--- config.mk ---
export PLATFORM = sky130hd
export DESIGN_NAME = csib_status_int
export DESIGN_NICKNAME = d
export VERILOG_FILES = /design/src/verilog/csib_status_int.v
export VERILOG_INCLUDE_DIRS = /design/src /design/src/inc
export SDC_FILE = /design/constraint.sdc
export NUM_CORES = 1
export LEC_CHECK = 0
export BUFFER_PORTS_ARGS = -buffer_cell sky130_fd_sc_hd__buf_4
export CORE_ASPECT_RATIO = 1.25
export CORE_UTILIZATION = 55
export DETAILED_ROUTE_END_ITERATION = 12
export PLACE_DENSITY = 0.74
export RECOVER_POWER = 50
export SYNTH_ARGS = -nofsm -noshare
export SYNTH_HDL_FRONTEND = slang
export SYNTH_SLANG_ARGS = --single-unit
--- constraint.sdc ---
create_clock -name mclk -period 4.05 [get_ports mclk]
set_input_delay 0.81 -clock mclk [delete_from_list [all_inputs] [get_ports mclk]]
set_output_delay 0.81 -clock mclk [all_outputs]
set_load 0.005 [all_outputs]
--- src/inc/csib_consts.vh ---
// Purpose: Shared constants of the charger status and interrupt bank
// Assumes: Included by bare name from the design file
// Notes: Register map offsets, field positions, reset values, timing
`ifndef CSIB_CONSTS_VH
`define CSIB_CONSTS_VH

// Register offsets on the register port
`define CSIB_ADDR_STATUS 8'h02
`define CSIB_ADDR_FLAGS0 8'h04
`define CSIB_ADDR_FLAGS1 8'h05
`define CSIB_ADDR_FLAGS2 8'h06
`define CSIB_ADDR_MASK0 8'h08

// Reset values
`define CSIB_FLAGS_RESET 8'h00
`define CSIB_MASK_RESET 8'h00
`define CSIB_STATUS_RESET 8'h00

// Status register field positions
`define CSIB_ST_SRCSEL 7
`define CSIB_ST_SRCOVP 6
`define CSIB_ST_TSHUT 5
`define CSIB_ST_TREG 4
`define CSIB_ST_TWIN 3
`define CSIB_ST_TUNSAFE 2
`define CSIB_ST_WDTO 1
`define CSIB_ST_SAFETO 0

// Charge and input flag positions
`define CSIB_F0_SOURCE_VALIDATION_FAIL 7
`define CSIB_F0_SECSRC 6
`define CSIB_F0_BUSSRC 5
`define CSIB_F0_GOODBAT 4
`define CSIB_F0_CHGDONE 3
`define CSIB_F0_PHASE 2
`define CSIB_F0_WEAKBAT 1
`define CSIB_F0_BATPRES 0

// Boost and charge flag positions
`define CSIB_F1_LOWCUR 7
`define CSIB_F1_RECHG 6
`define CSIB_F1_BOOST_OVERVOLTAGE 5
`define CSIB_F1_BSTOTP 4
`define CSIB_F1_BOOST_REGULATION_FAIL 3
`define CSIB_F1_BSTUV 2
`define CSIB_F1_BSTWD 1
`define CSIB_F1_BSTLOW 0

// Fault flag positions
`define CSIB_F2_TOPOFF 7
`define CSIB_F2_SRCOVP 6
`define CSIB_F2_SHORT 5
`define CSIB_F2_DIETEMP 4
`define CSIB_F2_BATTERY_TEMPERATURE_EVENT 3
`define CSIB_F2_BSTSHORT 2
`define CSIB_F2_SWOCP 1
`define CSIB_F2_TIMER 0

// Thermistor zone codes of interest
`define CSIB_NTC_COLDEST 4'h0
`define CSIB_NTC_COOL 4'h1
`define CSIB_NTC_WARM 4'h7
`define CSIB_NTC_HOTTEST 4'hF

// Timing: clock rate, watchdog and boost current-limit times
`define CSIB_CLK_HZ 32'd25000000
`define CSIB_WD_TIMEOUT_S 32'd100
`define CSIB_BST_LIMIT_US 32'd50
`define CSIB_US_PER_S 32'd1000000
`endif

--- src/verilog/csib_status_int.v ---
// Purpose: Status, clear-on-read event flags and mask logic of a charger
// Assumes: Event and condition inputs are synchronous to mclk
// Notes: Registers read and written over a simple strobed register port
// What this block does
// RQ1 - Status top bit shows source feeding power node
// RQ2 - Overvoltage sets status, halts switching, battery on
// RQ3 - Out-of-window battery temperature during charge sets status
// RQ4 - Zone 0000 or 1111 sets unsafe, stops charge
// RQ5 - Charge-mode watchdog expiry: status, defaults, enable cleared
// RQ6 - Enable set or reinsertion clears watchdog status
// RQ7 - Safety timer expiry status, cleared by reinsertion
// RQ8 - Flags reset zero, clear on read; validation fail
// RQ9 - Secondary source flag, suppressed while bus present
// RQ10 - Good-battery crossing, charge start, removal above threshold
// RQ11 - Charge done flag; pre/fast phase change flag
// RQ12 - Weak battery flag at plug-in below minimum
// RQ13 - Battery presence change flag
// RQ14 - Low-current crossing flag when termination disabled
// RQ15 - Recharge-needed flag after charge completes
// RQ16 - Boost overvoltage, overtemp, fail, undervoltage, watchdog flags
// RQ17 - Boost low-battery flag; boost continues until lockout
// RQ18 - Top-off complete flag with termination and top-off
// RQ19 - Overvoltage change, short battery, short check, overcurrent flags
// RQ20 - Die temperature flag; regulation and shutdown status bits
// RQ21 - Timer flag on safety or watchdog expiry
// RQ22 - Mask register read-write, resets zero, gates pin; here mask0 gates only flags0, flags1 and flags2 always pull
// RQ23 - Interrupt pin low while any unmasked flag set
`include "csib_consts.vh"

module csib_status_int #(
  parameter [31:0] WD_CYCLES = `CSIB_WD_TIMEOUT_S * `CSIB_CLK_HZ,
  parameter [31:0] BST_LIMIT_CYCLES =
    (`CSIB_BST_LIMIT_US * `CSIB_CLK_HZ + `CSIB_US_PER_S - 32'd1) / `CSIB_US_PER_S
) (
  input wire mclk,
  input wire resetn,
  // Register port
  input wire [7:0] regAddr,
  input wire regRead,
  input wire regWrite,
  input wire [7:0] regWdata,
  output reg [7:0] regRdata,
  output reg regRvalid,
  // Source conditions
  input wire busPresent,
  input wire secondaryPresent,
  input wire secondarySelected,
  input wire busOvervoltage,
  input wire secondaryOvervoltage,
  input wire sourceValidationFail,
  // Charger state
  input wire charging,
  input wire chargeMode,
  input wire preCharge,
  input wire chargeComplete,
  input wire chargeCycleDone,
  input wire terminationEnable,
  input wire topoffEnable,
  input wire topoffTimerExpire,
  input wire safetyTimerExpire,
  input wire lowCurrentStatus,
  input wire rechargeDrop,
  // Battery conditions
  input wire [3:0] thermistorZone,
  input wire batteryAboveGood,
  input wire [2:0] batteryLevel,
  input wire [2:0] batteryMinimumLevel,
  input wire batteryAbsent,
  input wire batteryBelowShort,
  input wire batteryBelow3v,
  input wire batteryBelowBoostLockout,
  input wire batterySwitchOvercurrent,
  // Die temperature
  input wire dieThermalRegulation,
  input wire dieThermalShutdown,
  // Boost conditions
  input wire boostEnable,
  input wire boostMode,
  input wire boostOvervoltage,
  input wire boostOvertemperature,
  input wire boostVoltageFail,
  input wire boostCurrentLimit,
  input wire boostShortCheckFail,
  // Watchdog control
  input wire watchdogEnableSet,
  input wire watchdogKick,
  // Outputs
  output reg watchdogEnable,
  output reg registersToDefault,
  output reg haltSwitching,
  output reg batterySwitchOn,
  output reg chargeReduce,
  output reg chargeStop,
  output reg boostRun,
  output wire intN
);

  reg [7:0] status;
  reg [7:0] flags0;
  reg [7:0] flags1;
  reg [7:0] flags2;
  reg [7:0] mask0;
  reg prevBus;
  reg prevSec;
  reg prevCharging;
  reg prevPre;
  reg prevGood;
  reg prevAbsent;
  reg prevLowCur;
  reg prevRechg;
  reg prevOvp;
  reg prevShort;
  reg prevLow3v;
  reg prevTreg;
  reg prevTshut;
  reg prevTwin;
  reg [31:0] wdCount;
  reg [31:0] limitCount;

  wire anyPresent = busPresent | secondaryPresent;
  wire srcOvp = busOvervoltage | secondaryOvervoltage;
  wire busRise = busPresent & ~prevBus;
  wire busFall = ~busPresent & prevBus;
  wire secRise = secondaryPresent & ~prevSec;
  wire secFall = ~secondaryPresent & prevSec;
  wire reinsert = busRise | secRise;
  wire plugIn = reinsert;
  wire removal = busFall | secFall;
  wire zoneUnsafe = (thermistorZone == `CSIB_NTC_COLDEST) |
                    (thermistorZone == `CSIB_NTC_HOTTEST);
  wire zoneOut = zoneUnsafe | (thermistorZone == `CSIB_NTC_COOL) |
                 (thermistorZone == `CSIB_NTC_WARM);
  wire tempOut = charging & zoneOut;
  wire wdRun = watchdogEnable & (chargeMode | boostMode);
  wire wdExpire = wdRun & (wdCount >= WD_CYCLES - 32'd1);
  wire limitExpire = boostMode & boostCurrentLimit &
                     (limitCount >= BST_LIMIT_CYCLES - 32'd1);

  // Clear masks for reads of the flag registers
  wire clr0 = regRead & (regAddr == `CSIB_ADDR_FLAGS0);
  wire clr1 = regRead & (regAddr == `CSIB_ADDR_FLAGS1);
  wire clr2 = regRead & (regAddr == `CSIB_ADDR_FLAGS2);

  // New events for each flag register
  reg [7:0] set0;
  reg [7:0] set1;
  reg [7:0] set2;

  always @* begin
    set0 = 8'h00;
    set1 = 8'h00;
    set2 = 8'h00;
    set0[`CSIB_F0_SOURCE_VALIDATION_FAIL] = sourceValidationFail; // RQ8
    // Secondary edges count only without bus; bus leaving hands over
    set0[`CSIB_F0_SECSRC] = ((secRise | secFall) & ~busPresent & ~busFall) |
                            (busFall & secondaryPresent); // RQ9
    set0[`CSIB_F0_BUSSRC] = busRise | busFall;
    set0[`CSIB_F0_GOODBAT] = (charging & (batteryAboveGood ^ prevGood)) |
                             (charging & ~prevCharging & batteryAboveGood) |
                             (removal & batteryAboveGood); // RQ10
    set0[`CSIB_F0_CHGDONE] = chargeCycleDone & terminationEnable; // RQ11
    set0[`CSIB_F0_PHASE] = charging & prevCharging & (preCharge ^ prevPre); // RQ11
    set0[`CSIB_F0_WEAKBAT] = plugIn & (batteryLevel < batteryMinimumLevel); // RQ12
    set0[`CSIB_F0_BATPRES] = batteryAbsent ^ prevAbsent; // RQ13
    set1[`CSIB_F1_LOWCUR] = ~terminationEnable & (lowCurrentStatus ^ prevLowCur); // RQ14
    set1[`CSIB_F1_RECHG] = chargeComplete & rechargeDrop & ~prevRechg; // RQ15
    set1[`CSIB_F1_BOOST_OVERVOLTAGE] = boostMode & boostOvervoltage; // RQ16
    set1[`CSIB_F1_BSTOTP] = boostMode & boostOvertemperature; // RQ16
    set1[`CSIB_F1_BOOST_REGULATION_FAIL] = boostMode & (boostVoltageFail | limitExpire); // RQ16
    set1[`CSIB_F1_BSTUV] = boostMode & batteryBelowBoostLockout; // RQ16
    set1[`CSIB_F1_BSTWD] = wdExpire & boostMode; // RQ16
    set1[`CSIB_F1_BSTLOW] = boostMode & batteryBelow3v & ~prevLow3v; // RQ17
    set2[`CSIB_F2_TOPOFF] = topoffTimerExpire & terminationEnable & topoffEnable; // RQ18
    set2[`CSIB_F2_SRCOVP] = srcOvp ^ prevOvp; // RQ19
    set2[`CSIB_F2_SHORT] = charging & batteryBelowShort & ~prevShort; // RQ19
    set2[`CSIB_F2_DIETEMP] = (dieThermalRegulation & ~prevTreg) |
                             (dieThermalShutdown & ~prevTshut); // RQ20
    set2[`CSIB_F2_BATTERY_TEMPERATURE_EVENT] = tempOut & ~prevTwin;
    set2[`CSIB_F2_BSTSHORT] = boostShortCheckFail; // RQ19
    set2[`CSIB_F2_SWOCP] = batterySwitchOvercurrent; // RQ19
    set2[`CSIB_F2_TIMER] = safetyTimerExpire | wdExpire; // RQ21
  end

  // Previous values for edge detection
  always @(posedge mclk or negedge resetn) begin
    if (!resetn) begin
      prevBus <= 1'b0;
      prevSec <= 1'b0;
      prevCharging <= 1'b0;
      prevPre <= 1'b0;
      prevGood <= 1'b0;
      prevAbsent <= 1'b0;
      prevLowCur <= 1'b0;
      prevRechg <= 1'b0;
      prevOvp <= 1'b0;
      prevShort <= 1'b0;
      prevLow3v <= 1'b0;
      prevTreg <= 1'b0;
      prevTshut <= 1'b0;
      prevTwin <= 1'b0;
    end else begin
      prevBus <= busPresent;
      prevSec <= secondaryPresent;
      prevCharging <= charging;
      prevPre <= preCharge;
      prevGood <= batteryAboveGood;
      prevAbsent <= batteryAbsent;
      prevLowCur <= lowCurrentStatus;
      prevRechg <= rechargeDrop;
      prevOvp <= srcOvp;
      prevShort <= batteryBelowShort;
      prevLow3v <= batteryBelow3v;
      prevTreg <= dieThermalRegulation;
      prevTshut <= dieThermalShutdown;
      prevTwin <= tempOut;
    end
  end

  // Event flags: a new event wins over a read clear in the same cycle
  always @(posedge mclk or negedge resetn) begin
    if (!resetn) begin
      flags0 <= `CSIB_FLAGS_RESET; // RQ8
      flags1 <= `CSIB_FLAGS_RESET;
      flags2 <= `CSIB_FLAGS_RESET;
    end else begin
      flags0 <= (flags0 & {8{~clr0}}) | set0; // RQ8
      flags1 <= (flags1 & {8{~clr1}}) | set1; // RQ8
      flags2 <= (flags2 & {8{~clr2}}) | set2; // RQ8
    end
  end

  // Mask register; watchdog expiry in charge returns it to default
  always @(posedge mclk or negedge resetn) begin
    if (!resetn) begin
      mask0 <= `CSIB_MASK_RESET; // RQ22
    end else if (wdExpire & chargeMode) begin
      mask0 <= `CSIB_MASK_RESET; // RQ5
    end else if (regWrite & (regAddr == `CSIB_ADDR_MASK0)) begin
      mask0 <= regWdata; // RQ22
    end
  end

  // Watchdog counter; kicked or disabled it starts over
  always @(posedge mclk or negedge resetn) begin
    if (!resetn) begin
      wdCount <= 32'h0000_0000;
      watchdogEnable <= 1'b0;
      registersToDefault <= 1'b0;
    end else begin
      registersToDefault <= wdExpire & chargeMode; // RQ5
      if (!wdRun || watchdogKick || wdExpire) begin
        wdCount <= 32'h0000_0000;
      end else begin
        wdCount <= wdCount + 32'h0000_0001;
      end
      // A host set in the expiry cycle re-arms the watchdog
      if (watchdogEnableSet) begin
        watchdogEnable <= 1'b1;
      end else if (wdExpire & chargeMode) begin
        watchdogEnable <= 1'b0; // RQ5
      end
    end
  end

  // Boost current-limit duration; any break in the limit restarts it
  always @(posedge mclk or negedge resetn) begin
    if (!resetn) begin
      limitCount <= 32'h0000_0000;
    end else if (!(boostMode & boostCurrentLimit) || limitExpire) begin
      limitCount <= 32'h0000_0000;
    end else begin
      limitCount <= limitCount + 32'h0000_0001; // RQ16
    end
  end

  // Status register; sticky timeout bits follow the set-wins order
  always @(posedge mclk or negedge resetn) begin
    if (!resetn) begin
      status <= `CSIB_STATUS_RESET;
    end else begin
      // Under overvoltage the select bit names the offending input
      if (srcOvp) begin
        status[`CSIB_ST_SRCSEL] <= secondaryOvervoltage & ~busOvervoltage; // RQ2
      end else if (anyPresent) begin
        status[`CSIB_ST_SRCSEL] <= secondarySelected; // RQ1
      end
      status[`CSIB_ST_SRCOVP] <= srcOvp; // RQ2
      status[`CSIB_ST_TSHUT] <= dieThermalShutdown; // RQ20
      status[`CSIB_ST_TREG] <= dieThermalRegulation; // RQ20
      status[`CSIB_ST_TWIN] <= tempOut; // RQ3
      status[`CSIB_ST_TUNSAFE] <= zoneUnsafe; // RQ4
      if (wdExpire & chargeMode) begin
        status[`CSIB_ST_WDTO] <= 1'b1; // RQ5
      end else if (watchdogEnableSet | reinsert) begin
        status[`CSIB_ST_WDTO] <= 1'b0; // RQ6
      end
      if (safetyTimerExpire) begin
        status[`CSIB_ST_SAFETO] <= 1'b1; // RQ7
      end else if (reinsert) begin
        status[`CSIB_ST_SAFETO] <= 1'b0; // RQ7
      end
    end
  end

  // Power-stage controls derived from protection conditions
  always @(posedge mclk or negedge resetn) begin
    if (!resetn) begin
      haltSwitching <= 1'b0;
      batterySwitchOn <= 1'b0;
      chargeReduce <= 1'b0;
      chargeStop <= 1'b0;
      boostRun <= 1'b0;
    end else begin
      haltSwitching <= srcOvp; // RQ2
      batterySwitchOn <= srcOvp; // RQ2
      chargeReduce <= tempOut & ~zoneUnsafe; // RQ3
      chargeStop <= zoneUnsafe; // RQ4
      // Low battery only flags; the lockout alone ends boost
      boostRun <= boostEnable & ~batteryBelowBoostLockout; // RQ17
    end
  end

  // Read data; unmapped offsets read as zero, answer one cycle later
  always @(posedge mclk or negedge resetn) begin
    if (!resetn) begin
      regRdata <= 8'h00;
      regRvalid <= 1'b0;
    end else begin
      regRvalid <= regRead;
      if (regRead) begin
        case (regAddr)
          `CSIB_ADDR_STATUS: regRdata <= status;
          `CSIB_ADDR_FLAGS0: regRdata <= flags0;
          `CSIB_ADDR_FLAGS1: regRdata <= flags1;
          `CSIB_ADDR_FLAGS2: regRdata <= flags2;
          `CSIB_ADDR_MASK0: regRdata <= mask0;
          default: regRdata <= 8'h00;
        endcase
      end
    end
  end

  // Only the first flag register has its mask here; the others always pull
  assign intN = ~(|(flags0 & ~mask0) | (|flags1) | (|flags2)); // RQ23
endmodule

==> impl_metrics.tcl <==
set metrics [dict create \
    hold_buffers 0 \
    netlist_area_um2 5550 \
    clk_pin_slew_ps 60 \
    netlist_instances 513 \
    die_w_um 91.9 \
    finalSetupTns_ps 0 \
    status "finished with violations" \
    htreeDepth 4 \
    period_share_pct 66.7 \
    cp_max_fo 17 \
    port_buffers 80 \
    max_freq_ghz 0.370 \
    fp.dieH_um 114 \
    num_rows 40 \
    final_cell_count_no_fill 759 \
    synth_edf_count 0 \
    synth.top_cell.area_share_pct 57.3 \
    nNetsFinal 694 \
    yosys-top-cells-area "dfrtp_1 57%, nor2_1 4.5%, xnor2_1 4.1%" \
    gp_congestion 0.947 \
    syn_avg_cell_area_um2 10.8 \
    swShare_pct 22.3 \
    critPathArrivalTime_ps 2970 \
    hold_slack_ps 432 \
    synth.distinct_cells 57 \
    synth_flop_cell "dfrtp_1" \
    grtUsageTotal_pct 25.2 \
    seq_power_share_pct 46.3 \
    synth_mux_area_share_pct 0 \
    grt_start_max_net_pins 73 \
    vias 4242 \
    antenna_found_initial 0 \
    setup_viol_count_final 0 \
    power.total_w 0.00286 \
    synth_top_family_by_area "simple AND/OR/NAND/NOR gates" \
    initial_core_util_pct 57.2 \
    ys_warn_count 0 \
    final_layout_size_suffix_gt1_share_pct 18.8 \
    die_area_um2 10500 \
    cp-end-kind "flip-flop" \
    leakagePower_nw 3.02 \
    slew_headroom_pct -14.2 \
    slew_viol_final 73 \
    yosysTopAreaCell "dfrtp_1" \
    first_global_vias 4269 \
    post-dp-hpwl_um 8650 \
    ys_seq_area_share_pct 57.3 \
    synth.most_common_cell "dfrtp_1" \
    ys_top_cells_by_count "127 x dfrtp_1, 66 x nor2_1, 43 x nand2_1, 29 x inv_1" \
    hold_violations 0 \
    grt_pass1_wl_um 20300 \
    drtIter0Drc 236 \
    wire_per_inst_um 16.0 \
    ys_async_sr_fraction_pct 100 \
    drv_cap 1 \
    pwr-share-comb_pct 5.3 \
    start_kind "input port" \
    pwr-share-clk_pct 48.3 \
    p_per_area_nw_per_um2 420 \
    synthAdderAreaFrac_pct 2.25 \
    fin_crit_ps 2700 \
    synth_xor_area_share_pct 6.63 \
    cts_sinks 127 \
    max_slew.worst_pin.slew_ps 1710 \
    core_um2 9710 \
    drt_pass1_iterations 5 \
    rsz0062_at_grt "false" \
    postCtsSetupBuffers 0 \
    pin_count 81 \
    min_path_type "reg -> reg" \
    cts_tree "yes" \
    crit_type "in -> reg" \
    ys_ff_latch 127 \
    ir_drop_v 0.000285 \
    cts_root_buf "clkbuf_16" \
    insertedDiodeCount 0 \
    vias_per_cell 5.59 \
    drtAntennaViolNets 0 \
    gr-total-overflow 0 \
    place_inst 727 \
    syn2layout_area_growth_pct 22.8 \
    worst_clock_skew_ps 8.09 \
    numCtsBuffers 17 \
    power.net_switching_w 0.000638 \
    synth-simple-area-share_pct 19.8 \
    synth-compound-area-share_pct 10.5 \
    utilization_pct 70.2 \
    insertion_delay_ps 410 \
    drt_wl_total_um 12100 \
    drc 0 \
    required_ps 4320 \
    cts_resized 0 \
    clockBufferDepth 2 \
    p_int_w 0.00222 \
    violations "capacitance limit, slew limit" \
]
==> cell usage in the layout, fill, tap and decap left out, types with 6 or more instances in the layout <==
master	n
nor3_1	10
and3_1	7
o21ai_0	11
clkbuf_16	17
xor2_1	16
nand3_1	26
dfrtp_1	127
clkbuf_1	13
a31oi_1	6
clkbuf_4	6
nand4_1	13
inv_1	29
a21oi_1	15
nor4_1	16
nor2_1	66
a22oi_1	12
xnor2_1	26
buf_4	65
ha_1	10
nand2_1	43
conb_1	21
==> area by class of cell <==
| type | instances | area [um2] |
|---|---|---|
| sequential | 127 | 3180 |
| inverter | 29 | 109 |
| multi-input combinational | 363 | 2250 |
| fill | 728 | 2890 |
| clock inverter | 11 | 92.6 |
| tap | 126 | 158 |
| timing repair buffer | 82 | 576 |
| clock buffer | 21 | 450 |
==> kinds of logic after synthesis <==
family,Yosys count
compound gates,82
xor+xnor,42
flops,127
buf+inv,43
other cells,1
fa+ha+maj,10
simple gates,208
==> registers in the layout, summed over array words and instances (netlist names), 8 cells and up <==
register    flops
flags1          8
limitCount     32
wdCount        32
mask0           8
status          8
flags0          8
regRdata        8
flags2          8
==> per-layer routing <==
layer / GRT usage (%) / share of wire (%) / vias to the layer above
met5: 0 / 0 / -
met3: 6.84 / 5.6 / 27
met1: 28.8 / 39 / 2071
met4: 12.7 / 3.1 / 0
li1: - / - / 2005
met2: 43.4 / 52 / 139
==> through the flow <==
step	worst slack [ps]	instance area (um2)
finish	1350	6820
global route	996	6820
CTS	1340	6870
detailed placement	979	6320
global placement	1060	6320
floorplan	1610	5630
==> power groups by stage <==
stage	combinational, W	clock, W	sequential [W]
after detailed placement	0.000162	0	0.00135
after floorplan	0.0000548	0	0.00134
final	0.000153	0.00138	0.00133
after CTS	0.000163	0.00140	0.00133
after global routing	0.000173	0.00147	0.00133
after global placement	0.000157	0	0.00135
==> worst max-delay path, stage by stage <==
cell and delay [ps]:
buf_4 110, or4_4 600, nor4_4 810, nand2_1 390
nand2_1 150, a21oi_1 80
==> path summary, 6_finish.rpt <==
check	startpoint	end	slack (ps)	cells past startpoint
setup / recovery	regAddr[5]	mask0[5]$_DFFE_PN0P_	1350	6
hold / removal	prevRechg$_DFF_PN0_	flags1[6]$_DFF_PN0_	430	1
setup reg to reg	wdCount[0]$_DFF_PN0_	status[1]$_DFFE_PN0P_	1830	6
hold reg to reg	prevRechg$_DFF_PN0_	flags1[6]$_DFF_PN0_	430	1
max in group asynchronous	resetn	registersToDefault$_DFF_PN0_	1490	2
min in group asynchronous	resetn	boostRun$_DFF_PN0_	440	1
(Power assumes the default switching activity.)
